--- src/rtl/ars_pkg.sv ---
/*
 * Constants, types and register map of the converter result and input select block.
 * Assumes a byte-wide register view carried in the low lane of a 32-bit Avalon-MM slave.
 */
package ars_pkg;
   // Register indices; byte address is four times the index
   localparam logic [7:0] IDX_RESULT_LOW  = 8'h78;
   localparam logic [7:0] IDX_RESULT_HIGH = 8'h79;
   localparam logic [7:0] IDX_INPUT_SEL   = 8'h7c;
   localparam int         ADDR_W          = 10;

   localparam logic [7:0] INPUT_SEL_RESET = 8'h00;
   localparam int         REF_MSB         = 7;
   localparam int         REF_LSB         = 6;
   localparam int         LEFT_ALIGN_BIT  = 5;
   localparam int         CHAN_MSB        = 4;
   localparam int         CHAN_LSB        = 0;

   localparam logic [9:0]  RESULT_RESET   = 10'h000;
   localparam logic [9:0]  SE_MAX         = 10'h3ff;
   localparam logic [9:0]  SE_MIN         = 10'h000;
   localparam logic [9:0]  DIFF_MAX       = 10'h1ff;
   localparam logic [9:0]  DIFF_MIN       = 10'h200;
   localparam logic signed [11:0] RAW_SE_MAX   = 12'sh3ff;
   localparam logic signed [11:0] RAW_DIFF_MAX = 12'sh1ff;
   localparam logic signed [11:0] RAW_DIFF_MIN = -12'sh200;

   // Channel code boundaries
   localparam logic [4:0] CODE_BANDGAP    = 5'h1e;
   localparam logic [4:0] CODE_GROUND     = 5'h1f;

   // Input index values beyond the eight analog pins
   localparam logic [3:0] SRC_BANDGAP     = 4'h8;
   localparam logic [3:0] SRC_GROUND      = 4'h9;

   typedef enum logic [1:0] {
      REF_PIN,
      REF_SUPPLY,
      REF_INT_1V1,
      REF_INT_2V56
   } ars_ref_e;

   typedef enum logic [1:0] {
      GAIN_1X,
      GAIN_10X,
      GAIN_200X
   } ars_gain_e;
endpackage

--- src/rtl/ars_chan_decode.sv ---
/*
 * Decoder of the five-bit channel and gain code into mux and gain controls.
 * Assumes the code given is the one applied to the analog path.
 */
`timescale 1ns/1ps
`default_nettype none
module ars_chan_decode
   import ars_pkg::*;
(
   input  wire logic [4:0]        code,
   output logic [3:0]             pos_sel,
   output logic [3:0]             neg_sel,
   output logic                   diff_mode,
   output ars_pkg::ars_gain_e     gain
);
   always_comb begin
      pos_sel   = 4'h0;
      neg_sel   = 4'h0;
      diff_mode = 1'b0;
      gain      = GAIN_1X;
      if (code[4:3] == 2'b00) begin
         pos_sel = {1'b0, code[2:0]};
      end else if (code[4:3] == 2'b01) begin
         diff_mode = 1'b1;
         neg_sel   = {2'b00, code[2], 1'b0};
         pos_sel   = {2'b00, code[2], code[0]};
         gain      = code[1] ? GAIN_200X : GAIN_10X;
      end else if (code == CODE_BANDGAP) begin
         pos_sel = SRC_BANDGAP;
      end else if (code == CODE_GROUND) begin
         pos_sel = SRC_GROUND;
      end else begin
         // unity pairs against input 1 or 2
         diff_mode = 1'b1;
         pos_sel   = {1'b0, code[2:0]};
         neg_sel   = code[3] ? 4'h2 : 4'h1;
      end
   end
endmodule
`default_nettype wire

--- src/rtl/ars_top.sv ---
/*
 * Result formatting, result byte registers and input selection of a 10-bit converter.
 * Assumes a conversion core that reports busy, a one-cycle done pulse and a signed raw value,
 * and an Avalon-MM master using byte addresses.
 */
// Our own choice: the Avalon-MM interface to the registers.
`timescale 1ns/1ps
`default_nettype none
module ars_top
   import ars_pkg::*;
(
   input  wire logic                     clock,
   input  wire logic                     rst_n,
   // Avalon-MM slave
   input  wire logic [ars_pkg::ADDR_W-1:0] avs_address,
   input  wire logic                     avs_read,
   input  wire logic                     avs_write,
   input  wire logic [31:0]              avs_writedata,
   input  wire logic [3:0]               avs_byteenable,
   output logic [31:0]                   avs_readdata,
   output logic                          avs_waitrequest,
   // Conversion core
   input  wire logic                     conv_busy,
   input  wire logic                     conv_done,
   input  wire logic signed [11:0]       conv_value,
   input  wire logic                     flag_clear,
   output logic                          conversion_done_flag,
   // Applied analog selection
   output ars_pkg::ars_ref_e             ref_select,
   output logic                          internal_ref_on,
   output logic [3:0]                    pos_sel,
   output logic [3:0]                    neg_sel,
   output logic                          diff_mode,
   output ars_pkg::ars_gain_e            gain
);
   logic [7:0]  input_and_reference_select;
   logic [7:0]  next_input_and_reference_select;
   logic [6:0]  applied_sel;
   logic [6:0]  next_applied_sel;
   logic [9:0]  result;
   logic [9:0]  next_result;
   logic        result_lock;
   logic        next_result_lock;
   logic        next_conversion_done_flag;
   logic        ack;
   logic        next_ack;
   logic [31:0] next_readdata;
   logic [9:0]  coded;
   logic [7:0]  result_low_byte;
   logic [7:0]  result_high_byte;
   logic [7:0]  reg_index;
   logic        word_ok;
   logic        wr_take;
   logic        rd_take;
   logic        low_rd_start;

   assign reg_index       = avs_address[ADDR_W-1:2];
   assign word_ok         = (avs_address[1:0] == 2'b00);
   assign avs_waitrequest = (avs_read | avs_write) & ~ack;
   assign wr_take         = avs_write & ack;
   assign rd_take         = avs_read & ack;
   assign low_rd_start    = avs_read & ~ack & word_ok & (reg_index == IDX_RESULT_LOW);

   ars_chan_decode u_decode (
      .code      (applied_sel[CHAN_MSB:CHAN_LSB]),
      .pos_sel   (pos_sel),
      .neg_sel   (neg_sel),
      .diff_mode (diff_mode),
      .gain      (gain)
   );

   // reference decode; pin mode keeps internal reference off
   assign ref_select      = ars_ref_e'(applied_sel[6:5]);
   assign internal_ref_on = applied_sel[6];

   // Raw value to 10-bit code
   always_comb begin
      coded = RESULT_RESET;
      if (diff_mode) begin
         if (conv_value > RAW_DIFF_MAX) begin
            coded = DIFF_MAX;
         end else if (conv_value < RAW_DIFF_MIN) begin
            coded = DIFF_MIN;
         end else begin
            // two's complement, sign in bit 9
            coded = conv_value[9:0];
         end
      end else begin
         if (conv_value < 12'sh000) begin
            coded = SE_MIN;
         end else if (conv_value > RAW_SE_MAX) begin
            coded = SE_MAX;
         end else begin
            coded = conv_value[9:0];
         end
      end
   end

   always_comb begin
      if (input_and_reference_select[LEFT_ALIGN_BIT]) begin
         result_high_byte = result[9:2];
         result_low_byte  = {result[1:0], 6'h00};
      end else begin
         result_high_byte = {6'h00, result[9:8]};
         result_low_byte  = result[7:0];
      end
   end

   // Register file and bus answer
   always_comb begin
      next_input_and_reference_select = input_and_reference_select;
      next_readdata                   = avs_readdata;
      next_ack                        = 1'b0;
      if ((avs_read | avs_write) & ~ack) begin
         next_ack      = 1'b1;
         next_readdata = 32'h0000_0000;
         if (avs_read & word_ok) begin
            unique case (reg_index)
               IDX_INPUT_SEL:   next_readdata = {24'h00_0000, input_and_reference_select};
               IDX_RESULT_LOW:  next_readdata = {24'h00_0000, result_low_byte};
               IDX_RESULT_HIGH: next_readdata = {24'h00_0000, result_high_byte};
               default:         next_readdata = 32'h0000_0000;
            endcase
         end
      end
      if (wr_take & word_ok & avs_byteenable[0] & (reg_index == IDX_INPUT_SEL)) begin
         next_input_and_reference_select = avs_writedata[7:0];
      end
   end

   // Applied selection, result, lock and flag
   always_comb begin
      next_applied_sel          = applied_sel;
      next_result               = result;
      next_result_lock          = result_lock;
      next_conversion_done_flag = conversion_done_flag;
      // hold reference and channel while converting
      if (~conv_busy | conv_done) begin
         next_applied_sel = {input_and_reference_select[REF_MSB:REF_LSB],
                             input_and_reference_select[CHAN_MSB:CHAN_LSB]};
      end
      // lock as the low byte is latched
      // Locking at request time keeps a late done from splitting the pair
      if (low_rd_start) begin
         next_result_lock = 1'b1;
      end else if (rd_take & word_ok & (reg_index == IDX_RESULT_HIGH)) begin
         next_result_lock = 1'b0;
      end
      // Locked result drops the new value so both bytes stay paired
      if (flag_clear) begin
         next_conversion_done_flag = 1'b0;
      end
      if (conv_done) begin
         // load result with the flag; set wins over clear
         next_conversion_done_flag = 1'b1;
         if (~result_lock & ~low_rd_start) begin
            next_result = coded;
         end
      end
   end

   always_ff @(posedge clock or negedge rst_n) begin
      if (!rst_n) begin
         input_and_reference_select <= INPUT_SEL_RESET;
         applied_sel                <= 7'h00;
         result                     <= RESULT_RESET;
         result_lock                <= 1'b0;
         conversion_done_flag       <= 1'b0;
         ack                        <= 1'b0;
         avs_readdata               <= 32'h0000_0000;
      end else begin
         input_and_reference_select <= next_input_and_reference_select;
         applied_sel                <= next_applied_sel;
         result                     <= next_result;
         result_lock                <= next_result_lock;
         conversion_done_flag       <= next_conversion_done_flag;
         ack                        <= next_ack;
         avs_readdata               <= next_readdata;
      end
   end
endmodule
`default_nettype wire

--- config.mk ---
export PLATFORM = sky130hd
export DESIGN_NAME = ars_top
export DESIGN_NICKNAME = d
export VERILOG_FILES = /design/src/rtl/ars_pkg.sv /design/src/rtl/ars_chan_decode.sv /design/src/rtl/ars_top.sv
export SDC_FILE = /design/constraint.sdc
export NUM_CORES = 1
export LEC_CHECK = 0
export BUFFER_PORTS_ARGS = -buffer_cell sky130_fd_sc_hd__clkbuf_2
export CORE_UTILIZATION = 45
export DETAILED_ROUTE_END_ITERATION = 12
export PLACE_DENSITY_LB_ADDON = 0.15
export RECOVER_POWER = 25
export SYNTH_ARGS = -nofsm -noshare
export SYNTH_HDL_FRONTEND = slang
export SYNTH_SLANG_ARGS = --single-unit
--- constraint.sdc ---
create_clock -name clock -period 4.7 [get_ports clock]
set_input_delay 0.47 -clock clock [delete_from_list [all_inputs] [get_ports clock]]
set_output_delay 0.47 -clock clock [all_outputs]
set_load 0.05 [all_outputs]
==> results of run 1 <==
-- layer usage --
layer  track usage  routed length (microns)  vias up
met4        0.0533                       42        0
met2         0.277                     1860       63
met3        0.0375                      240        4
li1              -                        -      781
met1         0.247                     1860      745
met5             0                        0        -
-- logic make-up (layout without fill, tap and decap cells) --
logic type / count (synthesis) / in the layout / synth area share
AO/OA/AOI/OAI: 50 / 50 / 0.171
buffers and inverters: 52 / 84 / 0.147
flip-flops: 36 / 36 / 0.431
multiplexers: 27 / 27 / 0.144
other: 1 / 26 / 0.00179
AND/OR/NAND/NOR: 39 / 39 / 0.105
-- sequential cells by signal, summed over array words and instances, names as in the netlist --
signal / cells
input_and_reference_select: 8
applied_sel: 7
avs_readdata: 8
conversion_done_flag: 1
ack: 1
result: 10
result_lock: 1
-- through the flow --
step                instance area, sq um  hold WS, ns  power, mW  instances
finish                              2410        0.410      0.688        314
detailed placement                  2300        0.473      0.429        306
floorplan                           2180        0.174      0.416        230
CTS                                 2410        0.317      0.697        314
global route                        2410        0.398      0.717        314
global placement                    2300        0.468      0.429        306
-- final timing paths --
kind,end,slack (ns)
max,input_and_reference_select[3],2.57
min,input_and_reference_select[5],0.41
max reg2reg,result[5],2.69
min reg2reg,avs_readdata[2],0.48
max in group asynchronous,result[8],2.92
min in group asynchronous,conversion_done_flag,0.68
-- cell type report --
type / instances / area [sq um]
clock buffer: 6 / 72.6
clock inverter: 2 / 35.0
fill: 410 / 2010
inverter: 17 / 63.8
multi-input combinational: 142 / 976
sequential: 36 / 901
tap: 52 / 65.1
timing repair buffer: 59 / 293
-- cells in the final DEF, fill, tap and decap left out, types with 2 or more instances in the layout --
| master | count |
|---|---|
| o22ai_1 | 9 |
| a22oi_1 | 6 |
| conb_1 | 26 |
| a21o_1 | 2 |
| clkbuf_2 | 57 |
| a22o_1 | 4 |
| and2_1 | 6 |
| o21ai_0 | 15 |
| inv_1 | 17 |
| a41oi_1 | 2 |
| a31oi_1 | 2 |
| nand3_1 | 3 |
| dfrtp_1 | 36 |
| mux2i_1 | 2 |
| mux2_2 | 25 |
| clkbuf_8 | 5 |
| nor2_1 | 4 |
| nor2b_1 | 6 |
| a211oi_1 | 2 |
| nand2_1 | 13 |
| a21oi_1 | 2 |
| clkbuf_1 | 3 |
-- worst register-to-register path, stage by stage, from the launching register on --
cell     delay [ns]
dfrtp_1        0.45
or2_0          0.29
a41oi_1        0.63
o22ai_1        0.22
mux2_2         0.31
-- power groups by stage --
| stage | logic (mW) | clock network (mW) | registers, mW |
|---|---|---|---|
| 2_1_floorplan | 0.0930 | 0 | 0.323 |
| 3_3_place_gp | 0.108 | 0 | 0.321 |
| 3_5_place_dp | 0.108 | 0 | 0.321 |
| 4_1_cts | 0.109 | 0.274 | 0.315 |
| 5_1_grt | 0.116 | 0.286 | 0.316 |
| 6_report | 0.107 | 0.266 | 0.315 |
==> flow_summary.ini, run 1 <==
[sta]
fin_ws_ns = 2.57
slew_violations = 37
maxSlewHeadroom = -0.255
hold_viol = 0
tightest_slew_ns = 1.88
clock.fmax_ghz = 0.470
rsz0062_at_grt = no
fin_crit_sh = 0.452
finalClockSkew_ns = 0.00678
setup_tns_ns = 0
finalSetupViolCount = 0
fin_crit_ns = 2.13

[route]
remaining_drc_errors = 0
vias_per_cell = 5.07
drtIter0Drc = 81
routedWlPerCell_microns = 12.8
antenna_left = 0
wl_microns = 4010
first_pass_iters = 5
route.vias.total = 1593

[setup_path]
path_buf_inv = 1
crit_cells = 5
path_cells = clkbuf_2, or4b_4, nor3_4, and4_1, mux2_2
rr_worst_depth = 4
crit_slowest_cell = or4b_4
critPathKind = input pin to register
critical_path.top_delay_family = simple AND/OR/NAND/NOR gates
crit_fanout = 8
max_stage_delay_ns = 0.54
startpoint_type = input pin
endpoint_kind = register
cp.arrival_ns = 2.30
startpoint = avs_address[9]
required_ns = 4.87
r2r_start = applied_sel[3]

[global_routing]
grt_start_max_net_pins = 37
grt_pass1_wl_microns = 6780
grt_pass1_vias = 1411
antenna_found_initial = 0
overflow = 0
track_usage = 0.177

[clocking]
root_buffer = clkbuf_8
cts_num_sinks = 36
clock_latency_ns = 0.29
h-tree-depth = 2
numCtsBuffers = 5
cts.repair.resized = 0
path_clk_slew_ns = 0.07
cts_tree = done
cts_max_path_buffers = 2
cts-hold-fix-buffers = 0
post_cts_buffers = 0

[pwr]
pwr-share-clk = 0.386
power_switching_mw = 0.195
pwr-share-comb = 0.156
pwr_density_cell_nw_per_um2 = 286
p_sw_frac = 0.284
p_leak_nw = 1.28
p_int_mw = 0.493
peakVddDrop_v = 0.000193
seqPwrFrac = 0.458

[outcome]
status = finished with violations
violations = capacitance limit, slew limit

[synthesis]
synth_most_common_cell = dfrtp_1
synthTopCellsByCount = dfrtp_1 (36), buf_4 (28), mux2_2 (25)
async_flop_share = 1.00
ys_seq_area_frac = 0.431
synthesis.area_sq_um = 2090
netlist_instances = 205
yosys_warnings = 0
synth_ff_type = dfrtp_1
postSynthAreaPerCell_sq_um = 10.2
ys_top_cells_by_area = dfrtp_1 (43%), mux2_2 (13%), buf_4 (10%), o21ai_0 (3.6%), inv_1 (3.1%)
synth_top_area_share = 0.431
ys_seq_elements = 36
synth.distinct_cells = 35
synth_largest_area_cell = dfrtp_1
synth_edf_count = 0

[die]
die-area_sq_um = 4920
num_rows = 24
io_pins = 113
die_w_microns = 70.2
die_height_microns = 70.2
core-area_sq_um = 4410
initial_utilization = 0.474

[min_path]
min-delay-start = avs_writedata[5]
whs_path_depth = 2
min_path_type = input pin to register

[run]
cap_violations = 1

[finish]
antenna_cells = 0
finalNetCount = 326
fin_util = 0.545
syn_to_final_growth_pct = 15.1
drive_gt1_frac = 0.359

[placed_design]
hpwl_microns = 3070
port_buffers = 59
dpl_worst_slack_ns = 2.24
globalplace.congestion = 0.751
Power figures use the tool's default switching activity.
==> run 2, diff against run 1 <==
--- a/config.mk
+++ b/config.mk
@@ -5,6 +5,7 @@
 export SDC_FILE = /design/constraint.sdc
 export NUM_CORES = 1
 export LEC_CHECK = 0
+export ABC_AREA = 1
 export BUFFER_PORTS_ARGS = -buffer_cell sky130_fd_sc_hd__clkbuf_2
 export CORE_UTILIZATION = 45
 export DETAILED_ROUTE_END_ITERATION = 12
==> constraint.sdc (replaced) <==
create_clock -name clock -period 2.15 [get_ports clock]
set_input_delay 0.215 -clock clock [delete_from_list [all_inputs] [get_ports clock]]
set_output_delay 0.215 -clock clock [all_outputs]
set_load 0.05 [all_outputs]
==> run 2 against run 1 <==
  * Count of clock-buffer cells in the layout is the same
  * Critical path type is now register to output port
  * Cell count increased by 54%
  * Largest cell class unchanged
  * The flow still finishes with violations (capacitance limit, slew limit)
  * Setup slack worse by 2.3 ns
  * Via count up 38%
==> flow_summary.ini, run 2 <==
[placed_design]
hpwl_microns = 3910
globalplace.congestion = 0.822
port_buffers = 59
place_inst = 475
post_dp_cell_area_sq_um = 2690

[synthesis]
ys_seq_area_frac = 0.365
synth_edf_count = 0
ys_seq_elements = 36
synthesis.area_sq_um = 2470
ys_top_cells_by_area = dfrtp_1 (37%), nand2_1 (22%), nand3_1 (9.5%), buf_4 (9.1%), inv_1 (4.1%)
synth_largest_area_cell = dfrtp_1
synth.distinct_cells = 27
synth_ff_type = dfrtp_1
synthTopCellsByCount = nand2_1 (145), nand3_1 (47), dfrtp_1 (36)
netlist_instances = 357
async_flop_share = 1.00
yosys_warnings = 0
postSynthAreaPerCell_sq_um = 6.91
synth_most_common_cell = nand2_1
synth_top_area_share = 0.365

[route]
route.vias.total = 2191
vias_per_cell = 4.55
antenna_left = 0
remaining_drc_errors = 0
routedWlPerCell_microns = 10.3
first_pass_iters = 4
wl_microns = 4980
drtIter0Drc = 93

[sta]
rsz0062_at_grt = no
clock.fmax_ghz = 0.526
maxSlewHeadroom = -0.244
fin_crit_sh = 0.884
finalClockSkew_ns = 0.00478
hold_viol = 0
setup_tns_ns = 0
slew_violations = 37
fin_crit_ns = 1.90
holdWs_ns = 0.120
finalSetupViolCount = 0
tightest_slew_ns = 1.87

[setup_path]
crit_slowest_cell = dfrtp_1
startpoint = applied_sel[1]
cp.arrival_ns = 1.69
startpoint_type = register
max_stage_delay_ns = 0.42
critical_path.top_delay_family = buffers and inverters
path_buf_inv = 2
endpoint_kind = output port
r2r_start = input_and_reference_select[5]
crit_fanout = 12
crit_cells = 4
critPathKind = register to output port
rr_worst_depth = 7
required_ns = 1.93
path_cells = nand4_1, nand2_1, inv_2, clkbuf_2

[global_routing]
overflow = 0
grt_start_max_net_pins = 37
grt_pass1_wl_microns = 8690
track_usage = 0.185
grt_pass1_vias = 1974
antenna_found_initial = 0

[clocking]
cts_num_sinks = 36
cts_max_path_buffers = 2
numCtsBuffers = 5
cts.repair.resized = 0
clock_latency_ns = 0.29
cts-hold-fix-buffers = 0
path_clk_slew_ns = 0.07
post_cts_buffers = 0
h-tree-depth = 2
root_buffer = clkbuf_8
cts_tree = done

[die]
num_rows = 26
io_pins = 113
die_w_microns = 76.0
core-area_sq_um = 5200
die_height_microns = 76.0
initial_utilization = 0.474
die-area_sq_um = 5780

[finish]
fin_util = 0.531
top_register = result
layout_commonest_cell = nand2_1
top_regs = result x10, avs_readdata x8, input_and_reference_select x8
instances_no_fill = 482
largest_reg_flops = 10
mostFrequentLayoutCells = nand2_1 (145), clkbuf_2 (58), nand3_1 (47), dfrtp_1 (36), inv_1 (27)
finalNetCount = 477
nFillCells = 558
antenna_cells = 0
final_area_sq_um = 2760
syn_to_final_growth_pct = 12.0
drive_gt1_frac = 0.216

[min_path]
min_path_type = input pin to register
min-delay-start = flag_clear
whs_path_depth = 2

[outcome]
violations = capacitance limit, slew limit
status = finished with violations

[pwr]
pwr_density_cell_nw_per_um2 = 530
p_leak_nw = 1.64
peakVddDrop_v = 0.000248

[run]
cap_violations = 1
## run 2: report_power, final
part	switching [mW]	internal (mW)	total, mW
Clock	0.224	0.220	0.444
Sequential	0.0185	0.700	0.719
Combinational	0.230	0.0722	0.302
Total	0.473	0.992	1.47
## run 2: final cells by class
class	instances	area (sq um)	area share
Clock inverter	1	5.00	0.00181
Sequential cell	36	901	0.326
Inverter	31	116	0.0421
Tap cell	70	87.6	0.0317
Timing Repair Buffer	60	302	0.109
Multi-Input combinational cell	278	1280	0.463
Clock buffer	6	72.6	0.0263
## run 2: per-layer routing
layer / global-route usage / part of all wire / routed length (microns)
met1: 0.231 / 0.47 / 2320
met2: 0.324 / 0.49 / 2440
met3: 0.0287 / 0.030 / 151
met4: 0.0635 / 0.013 / 67
met5: 0 / 0 / 0
## run 2: worst paths after layout
kind / endpoint / slack (ns)
setup / recovery: diff_mode / 0.25
hold / removal: conversion_done_flag / 0.12
setup reg to reg: avs_readdata[7] / 0.66
hold reg to reg: avs_readdata[4] / 0.48
max in group asynchronous: result[6] / 0.64
min in group asynchronous: applied_sel[4] / 0.43
## run 2: through the flow
step | power [mW] | setup WS, ns
2_1_floorplan | 0.993 | 0.134
3_3_place_gp | 1.03 | 0.572
3_5_place_dp | 1.03 | 0.563
4_1_cts | 1.48 | 0.239
5_1_grt | 1.55 | 0.141
6_report | 1.47 | 0.250
## run 2: worst reg2reg max path, delay by kind of cell, from the launching register on
kind	cells	cell delay (ns)
flops	1	0.59
buf+inv	1	0.33
simple gates	6	0.47
## run 2: cell families after synthesis
kind of cell	after synthesis	share of synthesized area
other	1	0.00152
DFF	36	0.365
muxes	3	0.0137
buffers and inverters	68	0.154
AOI/OAI and AO/OA	21	0.0512
and+or+nand+nor	228	0.414
==> run 3, diff against run 2 <==
--- a/config.mk
+++ b/config.mk
@@ -7,7 +7,9 @@
 export LEC_CHECK = 0
 export ABC_AREA = 1
 export BUFFER_PORTS_ARGS = -buffer_cell sky130_fd_sc_hd__clkbuf_2
-export CORE_UTILIZATION = 45
+export CELL_PAD_IN_SITES_DETAIL_PLACEMENT = 1
+export CELL_PAD_IN_SITES_GLOBAL_PLACEMENT = 2
+export CORE_UTILIZATION = 26
 export DETAILED_ROUTE_END_ITERATION = 12
 export PLACE_DENSITY_LB_ADDON = 0.15
 export RECOVER_POWER = 25
==> constraint.sdc (replaced) <==
create_clock -name clock -period 2.4 [get_ports clock]
set_input_delay 0.24 -clock clock [delete_from_list [all_inputs] [get_ports clock]]
set_output_delay 0.24 -clock clock [all_outputs]
set_load 0.05 [all_outputs]
==> run 3 against run 2 <==
  * Design area rose by 2.6%
  * Clock skew fell by 0.00093 ns
  * The flow still finishes with violations (capacitance limit, slew limit)
  * First-iteration DRC count rose by 4.3%
  * Critical path depth rose by 1
  * Sequential power fell by 11%
  * Clock power barely moved
  * Die area rose by 71%
  * Setup slack improved by 0.20 ns
  * Critical endpoint unchanged
  * Combinational power fell by 8.9%
  * Sequential share of layout area fell by 0.82 points
  * Global-route usage fell by 5.2 points
  * Highest routed layer unchanged
  * Largest cell class unchanged
==> flow_summary.ini, run 3 (synthesized netlist as in run 2, its figures left out) <==
[global_routing]
track_usage = 0.133
grt_pass1_vias = 2258
grtUsageMet3 = 0.0232
overflow = 0
grt_pass1_wl_microns = 10600
grt_start_max_net_pins = 37
grt_util_met1 = 0.175
grtUsageMet2 = 0.226
top_usage_layer = met2
antenna_found_initial = 0

[sta]
slew_violations = 37
finalSetupViolCount = 0
tightest_slew_ns = 1.95
rsz0062_at_grt = no
fin_crit_sh = 0.812
fin_crit_ns = 1.95
holdWs_ns = 0.142
fin_ws_ns = 0.450
setup_tns_ns = 0
hold_viol = 0
clock.fmax_ghz = 0.513
maxSlewHeadroom = -0.303
finalClockSkew_ns = 0.00385

[finish]
syn_to_final_growth_pct = 14.9
finalNetCount = 478
layout_commonest_cell = nand2_1
ff_latch_area_sq_um = 901
multi_input_area_sq_um = 1280
largest_reg_flops = 10
top_register = result
top_regs = result x10, avs_readdata x8, input_and_reference_select x8
antenna_cells = 0
fin_util = 0.308
drive_gt1_frac = 0.217
mostFrequentLayoutCells = nand2_1 (145), clkbuf_2 (58), nand3_1 (47), dfrtp_1 (36), inv_1 (27)
nFillCells = 1208

[route]
vias_per_cell = 4.24
first_pass_iters = 4
antenna_left = 0
wl_microns = 6100
route.vias.total = 2224
routedWlPerCell_microns = 11.6
drtIter0Drc = 97
remaining_drc_errors = 0

[clocking]
cts_max_path_buffers = 2
cts_tree = done
path_clk_slew_ns = 0.07
numCtsBuffers = 5
root_buffer = clkbuf_8
h-tree-depth = 2
cts.repair.resized = 0
clock_latency_ns = 0.29
cts_num_sinks = 36
post_cts_buffers = 0
cts-hold-fix-buffers = 0

[outcome]
violations = capacitance limit, slew limit
status = finished with violations

[die]
die_w_microns = 99.4
core-area_sq_um = 9200
initial_utilization = 0.268
die-area_sq_um = 9880
io_pins = 113
die_height_microns = 99.4
num_rows = 35

[setup_path]
required_ns = 2.16
endpoint_kind = output port
critPathKind = register to output port
cp.arrival_ns = 1.71
cp_common_cell = nand2_1
crit_fanout = 12
crit_slowest_cell = dfrtp_1
path_cells = inv_1, nand2_1, nand2_1, inv_2, clkbuf_2
max_stage_delay_ns = 0.42
startpoint_type = register

[placed_design]
hpwl_microns = 4890
port_buffers = 59
globalplace.congestion = 0.698
dpl_worst_slack_ns = 0.719

[pwr]
p_leak_nw = 1.65
peakVddDrop_v = 0.000147
pwr_density_cell_nw_per_um2 = 480

[run]
cap_violations = 1

[min_path]
min_path_type = input pin to register
## run 3: final cells by class
| cell class | count | share of cell area |
|---|---|---|
| inverter | 31 | 0.0411 |
| tap | 111 | 0.0490 |
| clock buffer | 8 | 0.0318 |
| sequential | 36 | 0.318 |
| timing repair buffer | 61 | 0.109 |
| multi-input combinational | 278 | 0.451 |
## run 3: worst max-delay path: cells and delay by family, from the launching register on
kind / cells / cell delay [ns]
AND/OR/NAND/NOR: 2 / 0.33
buffers and inverters: 3 / 0.67
flip-flops: 1 / 0.42
## run 3: power breakdown
part	switching, mW	leakage [nW]	internal (mW)	total (mW)
combinational	0.210	1.12	0.0648	0.275
sequential	0.0164	0.486	0.627	0.643
clock	0.209	0.0455	0.234	0.443
## run 3: stage by stage
| step | std cells | power (mW) | area (sq um) |
|---|---|---|---|
| after floorplan | 382 | 0.889 | 2560 |
| after global placement | 517 | 0.933 | 2750 |
| after detailed placement | 517 | 0.935 | 2750 |
| after CTS | 525 | 1.39 | 2840 |
| after global routing | 525 | 1.44 | 2830 |
| final | 525 | 1.36 | 2830 |
## run 3: worst paths after layout
kind / from / to / slack (ns) / cells after the start
max: applied_sel[3] / diff_mode / 0.45 / 5
min: flag_clear / conversion_done_flag / 0.14 / 2
max reg2reg: applied_sel[3] / result[2] / 0.90 / 7
min reg2reg: avs_readdata[0] / avs_readdata[0] / 0.48 / 2
max in group asynchronous: rst_n / result_lock / 0.78 / 1
min in group asynchronous: rst_n / applied_sel[1] / 0.49 / 1
## run 3: per-layer routing
layer	vias up	share of wire
li1	1177	-
met1	990	0.48
met2	51	0.48
met3	6	0.038
met4	0	0.0087
met5	-	0
